## src/design/tcc_pkg.sv

```systemverilog
`default_nettype none
package tcc_pkg;

  // Register port geometry.
  localparam int unsigned ADDR_W = 5;
  localparam int unsigned DATA_W = 8;
  localparam int unsigned NCAP   = 4;
  localparam int unsigned NCMP   = 3;

  // Register offsets on the plain register port.
  localparam logic [4:0] OFS_TLO   = 5'h00;
  localparam logic [4:0] OFS_THI   = 5'h01;
  localparam logic [4:0] OFS_CTRL  = 5'h02;
  localparam logic [4:0] OFS_FLAG  = 5'h03;
  localparam logic [4:0] OFS_CEDGE = 5'h04;
  localparam logic [4:0] OFS_SETEN = 5'h05;
  localparam logic [4:0] OFS_RSTEN = 5'h06;
  localparam logic [4:0] OFS_IEN   = 5'h07;
  localparam logic [4:0] OFS_CAP0  = 5'h08;
  localparam logic [4:0] OFS_CMP0  = 5'h10;
  localparam logic [4:0] OFS_P4    = 5'h16;
  localparam logic [4:0] OFS_LAST  = 5'h1f;

  // Field positions.
  localparam int unsigned IEN_BIT      = 7;
  localparam int unsigned FLG_WORD     = 7;
  localparam int unsigned FLG_CMP_LO   = 4;
  localparam int unsigned FLG_CAP_LO   = 0;
  localparam int unsigned TOG_LO       = 6;
  localparam int unsigned TOG_HI       = 7;

  // Reset values and masks.
  localparam logic [7:0]  BYTE_RST   = 8'h00;
  localparam logic [15:0] WORD_RST   = 16'h0000;
  localparam logic [7:0]  P4_SR_MASK = 8'h3f;
  localparam logic [1:0]  TOG_RST    = 2'h3;
  localparam logic [7:0]  BYTE_MAX   = 8'hff;
  localparam logic [15:0] WORD_MAX   = 16'hffff;
  localparam logic [2:0]  PRE_ONE    = 3'h1;

  // Clock source encodings.
  localparam logic [1:0] SRC_OFF = 2'h0;
  localparam logic [1:0] SRC_OSC = 2'h1;
  localparam logic [1:0] SRC_EXT = 2'h2;

  // Six state phases of one machine cycle.
  typedef enum logic [2:0] {
    PH_S1 = 3'b000,
    PH_S2 = 3'b001,
    PH_S3 = 3'b010,
    PH_S4 = 3'b011,
    PH_S5 = 3'b100,
    PH_S6 = 3'b101
  } tcc_phase_t;

  // Timer control register layout.
  typedef struct packed {
    logic       word_sel;
    logic       byte_sel;
    logic       ext_rst_en;
    logic       byte_flag;
    logic [1:0] presc;
    logic [1:0] src;
  } tcc_ctrl_t;

endpackage
`default_nettype wire

```

## src/design/tcc_timer_capture_compare.sv

```systemverilog
`timescale 1ns/1ps
`default_nettype none
// Overview of operation
// RULE1 - 16-bit timer in two bytes, clocked via prescaler from cycle tick, external pin, or off.
// RULE2 - Counter mode advances the prescaler on each external rising edge, one per cycle.
// RULE3 - External count sampled twice per cycle; low then high sample is an edge.
// RULE4 - Edge seen at first sample counts next cycle, otherwise one cycle later.
// RULE5 - Prescaler divides by 1, 2, 4 or 8; cleared on change or timer reset.
// RULE6 - Timer readable while running, no shadow latch, and not writable by software.
// RULE7 - Chip reset clears timer; enabled external reset rising edge clears timer and prescaler.
// RULE8 - Byte and word overflow flags set one cycle late; word overflow sets both.
// RULE9 - Byte overflow requests interrupt only with timer enable and byte select set.
// RULE10 - Word overflow requests interrupt only with timer enable and word select set.
// RULE11 - Both overflow sources share one interrupt output; software tests the flags.
// RULE12 - Hardware never clears interrupt flags; software clears each flag itself.
// RULE13 - Idle mode holds timer and prescaler in reset.
// RULE14 - Four capture registers load the timer and set their own flags.
// RULE15 - Each capture input triggers on rising, falling or both edges.
// RULE16 - Capture inputs sampled at first phase; timer captured at end of that cycle.
// RULE17 - New timer value compared with three registers; flag set end of next cycle.
// RULE18 - First compare match sets port bits 0-5 enabled in the set-enable register.
// RULE19 - Second compare match clears port bits 0-5 enabled in reset/toggle enable.
// RULE20 - Compare changes beat software writes; set with reset leaves the bit reset.
// RULE21 - Interrupt is OR of flags gated by selects, qualified by timer enable.
module tcc_timer_capture_compare
  import tcc_pkg::*;
(
  input  wire logic              mclk,          // Oscillator clock.
  input  wire logic              resetn,        // Chip reset, active low.
  input  wire logic              ce,            // Clock enable, freezes all state when low.
  input  wire logic              idle,          // Processor idle mode.
  input  wire logic              ext_count_in,  // External count input.
  input  wire logic              ext_reset_in,  // External timer reset input.
  input  wire logic [NCAP-1:0]   cap_in,        // Capture inputs.
  input  wire logic [ADDR_W-1:0] reg_addr,      // Register address.
  input  wire logic [DATA_W-1:0] reg_wdata,     // Register write data.
  input  wire logic              reg_wr,        // Write strobe.
  input  wire logic              reg_rd,        // Read strobe.
  output logic      [DATA_W-1:0] reg_rdata,     // Read data, one cycle after the strobe.
  output logic                   timer_irq,     // Shared overflow interrupt request.
  output logic      [7:0]        port4          // Port 4 output latch.
);

  tcc_phase_t  phase_q;
  tcc_phase_t  phase_d;
  tcc_ctrl_t   ctrl_q;
  tcc_ctrl_t   ctrl_d;
  logic [15:0] timer_q;
  logic [15:0] timer_nx;
  logic [2:0]  pre_q;
  logic [2:0]  pre_lim;
  logic [7:0]  flag_q;
  logic [7:0]  flag_d;
  logic [7:0]  cedge_q;
  logic [5:0]  seten_q;
  logic [7:0]  rsten_q;
  logic        ien_q;
  logic [7:0]  p4_q;
  logic [7:0]  p4_d;
  logic [1:0]  tog_q;
  logic [1:0]  tog_d;
  logic [15:0] cap_q [NCAP];
  logic [15:0] cmp_q [NCMP];
  logic [7:0]  view [32];
  logic [NCAP-1:0] csmp_q;
  logic [NCAP-1:0] chit_q;
  logic [NCAP-1:0] cap_set;
  logic [NCMP-1:0] match_q;
  logic        tc_smp_q;
  logic        tc_early_q;
  logic        tc_late_q;
  logic        inc1_q;
  logic        inc2_q;
  logic        rt_q;
  logic        ovb_q;
  logic        ovw_q;
  logic [7:0]  rdata_q;
  logic        irq_q;

  // Phase sequencing and event decode.
  wire cyc_end   = (phase_q == PH_S6);
  wire smp_early = (phase_q == PH_S2);
  wire smp_late  = (phase_q == PH_S5);
  wire smp_cap   = (phase_q == PH_S1);
  wire tc_edge   = ext_count_in & ~tc_smp_q;                                   // [RULE3]
  wire rt_edge   = ext_reset_in & ~rt_q;
  wire timer_clr = idle | (ctrl_q.ext_rst_en & rt_edge);                       // [RULE7] [RULE13]

  // Register write decode.
  wire wr_ctrl  = reg_wr & (reg_addr == OFS_CTRL);
  wire wr_flag  = reg_wr & (reg_addr == OFS_FLAG);
  wire wr_cedge = reg_wr & (reg_addr == OFS_CEDGE);
  wire wr_seten = reg_wr & (reg_addr == OFS_SETEN);
  wire wr_rsten = reg_wr & (reg_addr == OFS_RSTEN);
  wire wr_ien   = reg_wr & (reg_addr == OFS_IEN);
  wire wr_p4    = reg_wr & (reg_addr == OFS_P4);

  // Source tick, prescaler and increment.
  wire src_tick = cyc_end & ((ctrl_q.src == SRC_OSC) | ((ctrl_q.src == SRC_EXT) & inc1_q)); // [RULE1] [RULE2]
  wire pre_chg  = wr_ctrl & (reg_wdata[3:0] != {ctrl_q.presc, ctrl_q.src});
  wire pre_clr  = timer_clr | pre_chg;                                         // [RULE5]
  wire pre_hit  = src_tick & (pre_q == pre_lim);
  wire tmr_inc  = pre_hit & ~pre_clr;
  assign pre_lim  = 3'((PRE_ONE << ctrl_q.presc) - PRE_ONE);                   // [RULE5]
  assign timer_nx = timer_q + 16'h0001;

  // Overflow and interrupt terms.
  wire ov_byte = tmr_inc & (timer_q[7:0] == BYTE_MAX);
  wire ov_word = tmr_inc & (timer_q == WORD_MAX);
  wire irq_d   = ien_q & ((flag_q[FLG_WORD] & ctrl_q.word_sel) |             // [RULE10] [RULE21]
                          (ctrl_q.byte_flag & ctrl_q.byte_sel));               // [RULE9] [RULE11]
  wire act_set = cyc_end & match_q[0];
  wire act_rst = cyc_end & match_q[1];
  wire act_tog = cyc_end & match_q[2];

  // Phase counter runs freely; all phase timing hangs off it.
  always_comb begin
    case (phase_q)
      PH_S1:   phase_d = PH_S2;
      PH_S2:   phase_d = PH_S3;
      PH_S3:   phase_d = PH_S4;
      PH_S4:   phase_d = PH_S5;
      PH_S5:   phase_d = PH_S6;
      PH_S6:   phase_d = PH_S1;
      default: phase_d = PH_S1;
    endcase
  end

  always_ff @(posedge mclk or negedge resetn) begin
    if (!resetn) begin
      phase_q <= PH_S1;
    end else if (ce) begin
      phase_q <= phase_d;
    end
  end

  // External count sampling; an early edge counts next cycle, a late one a cycle after.
  always_ff @(posedge mclk or negedge resetn) begin
    if (!resetn) begin
      tc_smp_q   <= 1'b0;
      tc_early_q <= 1'b0;
      tc_late_q  <= 1'b0;
      inc1_q     <= 1'b0;
      inc2_q     <= 1'b0;
    end else if (ce) begin
      if (smp_early | smp_late) begin
        tc_smp_q <= ext_count_in;                                              // [RULE3]
      end
      if (smp_early & tc_edge) begin
        tc_early_q <= 1'b1;
      end
      if (smp_late & tc_edge) begin
        tc_late_q <= 1'b1;
      end
      if (cyc_end) begin
        inc1_q     <= tc_early_q | inc2_q;                                     // [RULE4] [RULE2]
        inc2_q     <= tc_late_q;                                               // [RULE4]
        tc_early_q <= 1'b0;
        tc_late_q  <= 1'b0;
      end
    end
  end

  // Timer and prescaler; software has no write path to the count.
  always_ff @(posedge mclk or negedge resetn) begin
    if (!resetn) begin
      timer_q <= WORD_RST;                                                     // [RULE7]
      pre_q   <= 3'h0;
      rt_q    <= 1'b0;
    end else if (ce) begin
      rt_q <= ext_reset_in;
      if (pre_clr) begin
        pre_q <= 3'h0;                                                         // [RULE5] [RULE13]
      end else if (src_tick) begin
        pre_q <= pre_hit ? 3'h0 : 3'(pre_q + PRE_ONE);
      end
      if (timer_clr) begin
        timer_q <= WORD_RST;                                                   // [RULE7] [RULE13]
      end else if (tmr_inc) begin
        timer_q <= timer_nx;                                                   // [RULE1] [RULE6]
      end
    end
  end

  // Overflow and match pipeline: events latch at the increment, act one cycle later.
  always_ff @(posedge mclk or negedge resetn) begin
    if (!resetn) begin
      ovb_q   <= 1'b0;
      ovw_q   <= 1'b0;
      match_q <= '0;
    end else if (ce) begin
      if (cyc_end) begin
        ovb_q   <= ov_byte;                                                    // [RULE8]
        ovw_q   <= ov_word;
        match_q <= '0;
        for (int i = 0; i < NCMP; i++) begin
          match_q[i] <= tmr_inc & (timer_nx == cmp_q[i]);                      // [RULE17]
        end
      end
    end
  end

  // Capture channels: sample at the first phase, load at cycle end.
  for (genvar c = 0; c < NCAP; c++) begin : g_cap
    wire rise = cap_in[c] & ~csmp_q[c];
    wire fall = ~cap_in[c] & csmp_q[c];
    wire hit  = (rise & cedge_q[2*c]) | (fall & cedge_q[2*c+1]);             // [RULE15]
    assign cap_set[c] = cyc_end & chit_q[c];
    always_ff @(posedge mclk or negedge resetn) begin
      if (!resetn) begin
        csmp_q[c] <= 1'b0;
        chit_q[c] <= 1'b0;
        cap_q[c]  <= WORD_RST;
      end else if (ce) begin
        if (smp_cap) begin
          csmp_q[c] <= cap_in[c];                                              // [RULE16]
          chit_q[c] <= hit;
        end else if (cyc_end) begin
          chit_q[c] <= 1'b0;
        end
        if (cap_set[c]) begin
          cap_q[c] <= timer_q;                                                 // [RULE14] [RULE16]
        end
      end
    end
    assign view[OFS_CAP0 + 5'(2*c)]     = cap_q[c][7:0];
    assign view[OFS_CAP0 + 5'(2*c + 1)] = cap_q[c][15:8];
  end

  // Compare registers are plain byte-wide writable words.
  for (genvar m = 0; m < NCMP; m++) begin : g_cmp
    wire wr_lo = reg_wr & (reg_addr == OFS_CMP0 + 5'(2*m));
    wire wr_hi = reg_wr & (reg_addr == OFS_CMP0 + 5'(2*m + 1));
    always_ff @(posedge mclk or negedge resetn) begin
      if (!resetn) begin
        cmp_q[m] <= WORD_RST;
      end else if (ce) begin
        if (wr_lo) begin
          cmp_q[m][7:0] <= reg_wdata;
        end
        if (wr_hi) begin
          cmp_q[m][15:8] <= reg_wdata;
        end
      end
    end
    assign view[OFS_CMP0 + 5'(2*m)]     = cmp_q[m][7:0];
    assign view[OFS_CMP0 + 5'(2*m + 1)] = cmp_q[m][15:8];
  end

  // Flag updates: hardware sets are ORed after the software value, so a set wins.
  always_comb begin
    ctrl_d           = wr_ctrl ? tcc_ctrl_t'(reg_wdata) : ctrl_q;
    ctrl_d.byte_flag = ctrl_d.byte_flag | (cyc_end & ovb_q);                   // [RULE8] [RULE12]
    flag_d           = wr_flag ? reg_wdata : flag_q;                           // [RULE12]
    flag_d[FLG_WORD] = flag_d[FLG_WORD] | (cyc_end & ovw_q);                   // [RULE8] [RULE10]
    for (int i = 0; i < NCMP; i++) begin
      flag_d[FLG_CMP_LO + i] = flag_d[FLG_CMP_LO + i] | (cyc_end & match_q[i]); // [RULE17]
    end
    for (int i = 0; i < NCAP; i++) begin
      flag_d[FLG_CAP_LO + i] = flag_d[FLG_CAP_LO + i] | cap_set[i];           // [RULE14]
    end
  end

  // Port 4: software value first, then compare set, then compare reset so reset wins.
  always_comb begin
    p4_d  = wr_p4 ? reg_wdata : p4_q;                                          // [RULE20]
    tog_d = tog_q;
    if (act_set) begin
      p4_d = p4_d | ({2'b00, seten_q} & P4_SR_MASK);                           // [RULE18]
    end
    if (act_rst) begin
      p4_d = p4_d & ~(rsten_q & P4_SR_MASK);                                   // [RULE19] [RULE20]
    end
    if (act_tog & rsten_q[TOG_LO]) begin
      p4_d[TOG_LO] = tog_q[0];
      tog_d[0]     = ~tog_q[0];
    end
    if (act_tog & rsten_q[TOG_HI]) begin
      p4_d[TOG_HI] = tog_q[1];
      tog_d[1]     = ~tog_q[1];
    end
  end

  // Software-visible control registers.
  always_ff @(posedge mclk or negedge resetn) begin
    if (!resetn) begin
      ctrl_q  <= tcc_ctrl_t'(BYTE_RST);
      flag_q  <= BYTE_RST;
      cedge_q <= BYTE_RST;
      seten_q <= 6'h00;
      rsten_q <= BYTE_RST;
      ien_q   <= 1'b0;
      p4_q    <= BYTE_RST;
      tog_q   <= TOG_RST;
    end else if (ce) begin
      ctrl_q <= ctrl_d;
      flag_q <= flag_d;
      p4_q   <= p4_d;
      tog_q  <= tog_d;
      if (wr_cedge) begin
        cedge_q <= reg_wdata;
      end
      if (wr_seten) begin
        seten_q <= reg_wdata[5:0];
      end
      if (wr_rsten) begin
        rsten_q <= reg_wdata;
      end
      if (wr_ien) begin
        ien_q <= reg_wdata[IEN_BIT];
      end
    end
  end

  // Read view; the timer is read live, so a software byte pair may straddle a carry.
  assign view[OFS_TLO]   = timer_q[7:0];                                       // [RULE6]
  assign view[OFS_THI]   = timer_q[15:8];
  assign view[OFS_CTRL]  = ctrl_q;
  assign view[OFS_FLAG]  = flag_q;
  assign view[OFS_CEDGE] = cedge_q;
  assign view[OFS_SETEN] = {tog_q, seten_q};
  assign view[OFS_RSTEN] = rsten_q;
  assign view[OFS_IEN]   = {ien_q, 7'h00};
  assign view[OFS_P4]    = p4_q;
  for (genvar u = OFS_P4 + 1; u <= OFS_LAST; u++) begin : g_unmapped
    assign view[u] = BYTE_RST;
  end

  // Read data stands in the cycle after the strobe only; interrupt is registered.
  always_ff @(posedge mclk or negedge resetn) begin
    if (!resetn) begin
      rdata_q <= BYTE_RST;
      irq_q   <= 1'b0;
    end else if (ce) begin
      rdata_q <= reg_rd ? view[reg_addr] : BYTE_RST;
      irq_q   <= irq_d;                                                        // [RULE11] [RULE21]
    end
  end

  assign reg_rdata = rdata_q;
  assign timer_irq = irq_q;
  assign port4     = p4_q;

endmodule
`default_nettype wire

```

## config.mk

```make
export PLATFORM = sky130hd
export DESIGN_NAME = tcc_timer_capture_compare
export DESIGN_NICKNAME = d
export VERILOG_FILES = /design/src/design/tcc_pkg.sv /design/src/design/tcc_timer_capture_compare.sv
export SDC_FILE = /design/constraint.sdc
export NUM_CORES = 1
export LEC_CHECK = 0
export ABC_AREA = 1
export ABC_CLOCK_PERIOD_IN_PS = 1500
export BUFFER_PORTS_ARGS = -buffer_cell sky130_fd_sc_hd__buf_4
export CAP_MARGIN = 40
export CELL_PAD_IN_SITES_DETAIL_PLACEMENT = 1
export CELL_PAD_IN_SITES_GLOBAL_PLACEMENT = 2
export CORE_ASPECT_RATIO = 0.5
export CORE_MARGIN = 10
export CORE_UTILIZATION = 33
export CTS_CLUSTER_DIAMETER = 30
export DETAILED_ROUTE_END_ITERATION = 8
export GPL_TIMING_DRIVEN = 0
export MAX_ROUTING_LAYER = met4
export PLACE_DENSITY = 0.72
export SYNTH_ARGS = -nofsm -noshare
export SYNTH_HDL_FRONTEND = slang
export SYNTH_SLANG_ARGS = --single-unit
```

## constraint.sdc

```tcl
create_clock -name mclk -period 1.5 [get_ports mclk]
set_input_delay 0.3 -clock mclk [delete_from_list [all_inputs] [get_ports mclk]]
set_output_delay 0.3 -clock mclk [all_outputs]
set_load 0.05 [all_outputs]
```

==> metrics.csv <==
stage;metric;value;unit
hold_path;hp-start;cap_in[3];
floorplan;row_count;46;
floorplan;die_area;41200;um2
setup_path;crit_path_frequent_cell;nand2_1;
synthesis;synthTopCellsByArea;dfrtp_1 48%, nand2_1 17%, o21ai_0 9.3%;
route;wl;56400;um
power;internal-power;0.0140;W
clocking;cts.clk_slew.worst_paths;60;ps
synthesis;synth.most_common_cell;nand2_1;
synthesis;synth_common_cells;495 x nand2_1, 209 x dfrtp_1, 202 x o21ai_0;
floorplan;die_w;277;um
route;wl_per_cell;26.8;um
sta;worst_pin_slew;939;ps
clocking;clockBufferDepth;3;
synthesis;synth.yosys.seq_area_share;48.4;%
hold_path;hp-class;input pin to flop;
power;switching_share;31.9;%
setup_path;r2r_setup_slack;-600;ps
sta;timing.final.crit_share;140;%
clocking;cts_tree;built;
global_route;grt_pass1_vias;11565;
power;power_leakage;7.20;nW
setup_path;crit_path_start;timer_q[0]$_DFFE_PN0P_;
place;hpwl;38800;um
synthesis;synth_area_leader_cell;dfrtp_1;
setup_path;path_max_fanout;5;
power;p_per_area;1270;nW/um2
setup_path;required;1980;ps
clocking;cts_buffers;41;
run_status;status;complete, but fails checks;
synthesis;synth_area;10900;um2
finish;area_growth;47.5;%
global_route;antenna_found_initial;2;
sta;fmax;477;MHz
run_status;violations;setup timing;
setup_path;cp_slowest_stage_delay;410;ps
route;vias;11656;
route;firstDrtPassIters;5;
sta;hold_violations;0;
setup_path;critPathCaptureType;flop;
clocking;cts.sinks;211;
synthesis;synth-edff-count;0;
power;p_clk_share;47.4;%
synthesis;synthCells;1443;
synthesis;synth_top_area_share;47.9;%
global_route;grt_overflow;0;
route;antenna_left;0;
global_route;grt_usage;26.3;%
setup_path;reg2reg_from;timer_q[0]$_DFFE_PN0P_;
synthesis;synth_ff_type;dfrtp_1;
finish;final_nets;1670;
sta;report.final.slew_viol_count;0;
floorplan;ios;42;
global_route;grt_max_degree;91;
sta;rsz0062_at_grt;true;
route;drt_iter0_markers;997;
clocking;insertion_delay;550;ps
route;vias_per_cell;5.53;
power;seqPwrFrac;33.9;%
sta;worst_slew_margin_rel;37.4;%
finish;layout-drive-gt1-share;32.2;%
clocking;cts-root-buf;clkbuf_16;
setup_path;crit_family;simple AND/OR/NAND/NOR gates;
floorplan;core;32100;um2
power;peakVddDrop;0.00103;V
setup_path;critPathLaunchType;flop;
setup_path;critPathBufInv;2;
sta;final.setup.worst_slack;-596;ps
power;combPwrFrac;18.7;%
setup_path;crit_arrival;2570;ps
synthesis;syn-num-nets;1470;
power;p_sw;0.00654;W
setup_path;critPathSlowestCell;dfrtp_1;
sta;fin_skew;30.9;ps
setup_path;cp_cell_sequence;buf_6 -> clkinvlp_4 -> nor2_4 -> nand3_2 -> nand2_2 -> nand2_1 -> nand2_1 -> nand2_1 -> nor2_1 -> nand2_1 -> nor2_1 -> nand2_2 -> nand2_1;
place;numPortBuffers;38;
place;gp_congestion;0.920;
synthesis;ys_types;39;
floorplan;die_h;149;um
sta;holdWs;38.0;ps
synthesis;async_reset_ff_share;100;%
synthesis;synth_seq_cells;211;
clocking;htreeDepth;2;
floorplan;initial_core_util;34.0;%
setup_path;path_class;flop to flop;
sta;setup_viol;88;
sta;period_minus_slack;2100;ps
sta;setup_tns;-27020;ps
synthesis;avgSynthCellArea;7.57;um2
flow_run;cap_violations;0;
synthesis;yosysWarnings;0;
route;route.detailed.drc;0;
global_route;grt_pass1_wl;78300;um
## sequential cells by signal (all words and copies together), names as in the netlist, 8 cells and up
signal	count
port4	8
cap_q	64
reg_rdata	8
flag_q	8
cedge_q	8
timer_q	16
cmp_q	48
rsten_q	8
ctrl_q	8
## metal layers
metal	global-route usage (%)	share of wire, %
met1	36.6	47
met2	38.8	44
met3	5.56	7.4
met4	5.22	1.8
met5	-	0
## stage by stage
stage	std cells	util [%]	total power (W)	instance area (um2)	setup WS, ps
6_report	2109	50.1	0.0205	16100	-596
5_1_grt	2109	50.1	0.0213	16100	-684
4_1_cts	2053	45.6	0.0200	14700	-505
3_5_place_dp	1923	37.1	0.00970	11900	-1160
3_3_place_gp	1913	36.7	0.00956	11800	-1610
2_1_floorplan	1443	-	0.00843	10900	-51.9
## layout by cell type, fill, tap and decap left out, types with 11 or more instances in the layout
master      netlist  routed
buf_4             5      93
buf_6             2      42
buf_12            0      15
o21ai_2           1      39
clkbuf_16         0      54
nand4_1          21      21
nor2_1           72      55
nor2_4            3      19
clkinvlp_4        0      18
nand2_4           0      28
nand2_2           4      63
nand3_2           3      17
a22oi_1          17      15
buf_8             0      16
o21ai_0         202     132
clkbuf_1         44      22
dfrtp_2           0      19
xor2_1           19      16
o22ai_1          23      11
inv_1           118      92
nand2_1         495     401
dfrtp_1         209     190
o211ai_1         11      11
nand3_1          89      73
o21ai_1           9      39
a21oi_1          40      35
inv_6             0      11
## cell families (layout without fill, tap and decap cells)
group | count (synthesis) | after routing | synth area share, %
buffers and inverters | 187 | 418 | 6.85
other | 0 | 1 | 0
xor gates and xnor gates | 22 | 22 | 1.77
DFF | 211 | 211 | 48.4
and+or+nand+nor | 701 | 703 | 26.6
adders and majority gates | 2 | 2 | 0.229
AOI/OAI and AO/OA | 320 | 320 | 16.2
## path summary, 6_finish.rpt
kind / end / cells after the start
max in group asynchronous: port4[6]$_DFFE_PN0P_ / 3
worst min-delay path: csmp_q[3]$_DFFE_PN0P_ / 3
worst max register to register: match_q[0]$_DFFE_PN0P_ / 13
worst max-delay path: match_q[0]$_DFFE_PN0P_ / 13
worst min register to register: reg_rdata[1]$_DFFE_PN0P_ / 2
min in group asynchronous: cap_q[45]$_DFFE_PN0P_ / 2
## worst min-delay path: stages
cell,delay (ps)
buf_4,90
nor2_1,40
a21oi_1,100
## what timing repair did
action	4_1_cts	5_1_grt
setup buffers	50	47
gates cloned	2	13
gates resized for setup	258	280
hold endpoints to repair	50	0
hold buffers	2	0
pin swaps	29	42
endpoints found under the setup margin	181	157
## power by group through the flow
stage                     Clock [W]  Combinational [W]  Sequential (W)
final                       0.00972            0.00383         0.00695
after global routing         0.0102            0.00414         0.00700
after CTS                   0.00981            0.00324         0.00691
after detailed placement          0            0.00275         0.00695
after global placement            0            0.00263         0.00693
after floorplan                   0            0.00151         0.00692
## area by class of cell
type	count	area (um2)
diodes	1	2.50
plain buffers	64	598
clock buffers	49	1130
clock inverters	27	309
fillers	3725	16000
inverters	123	548
multi-input cells	1047	6010
flip-flops and latches	211	5310
well taps	432	541
repair buffers	155	1660
Power figures use the tool's default switching activity.
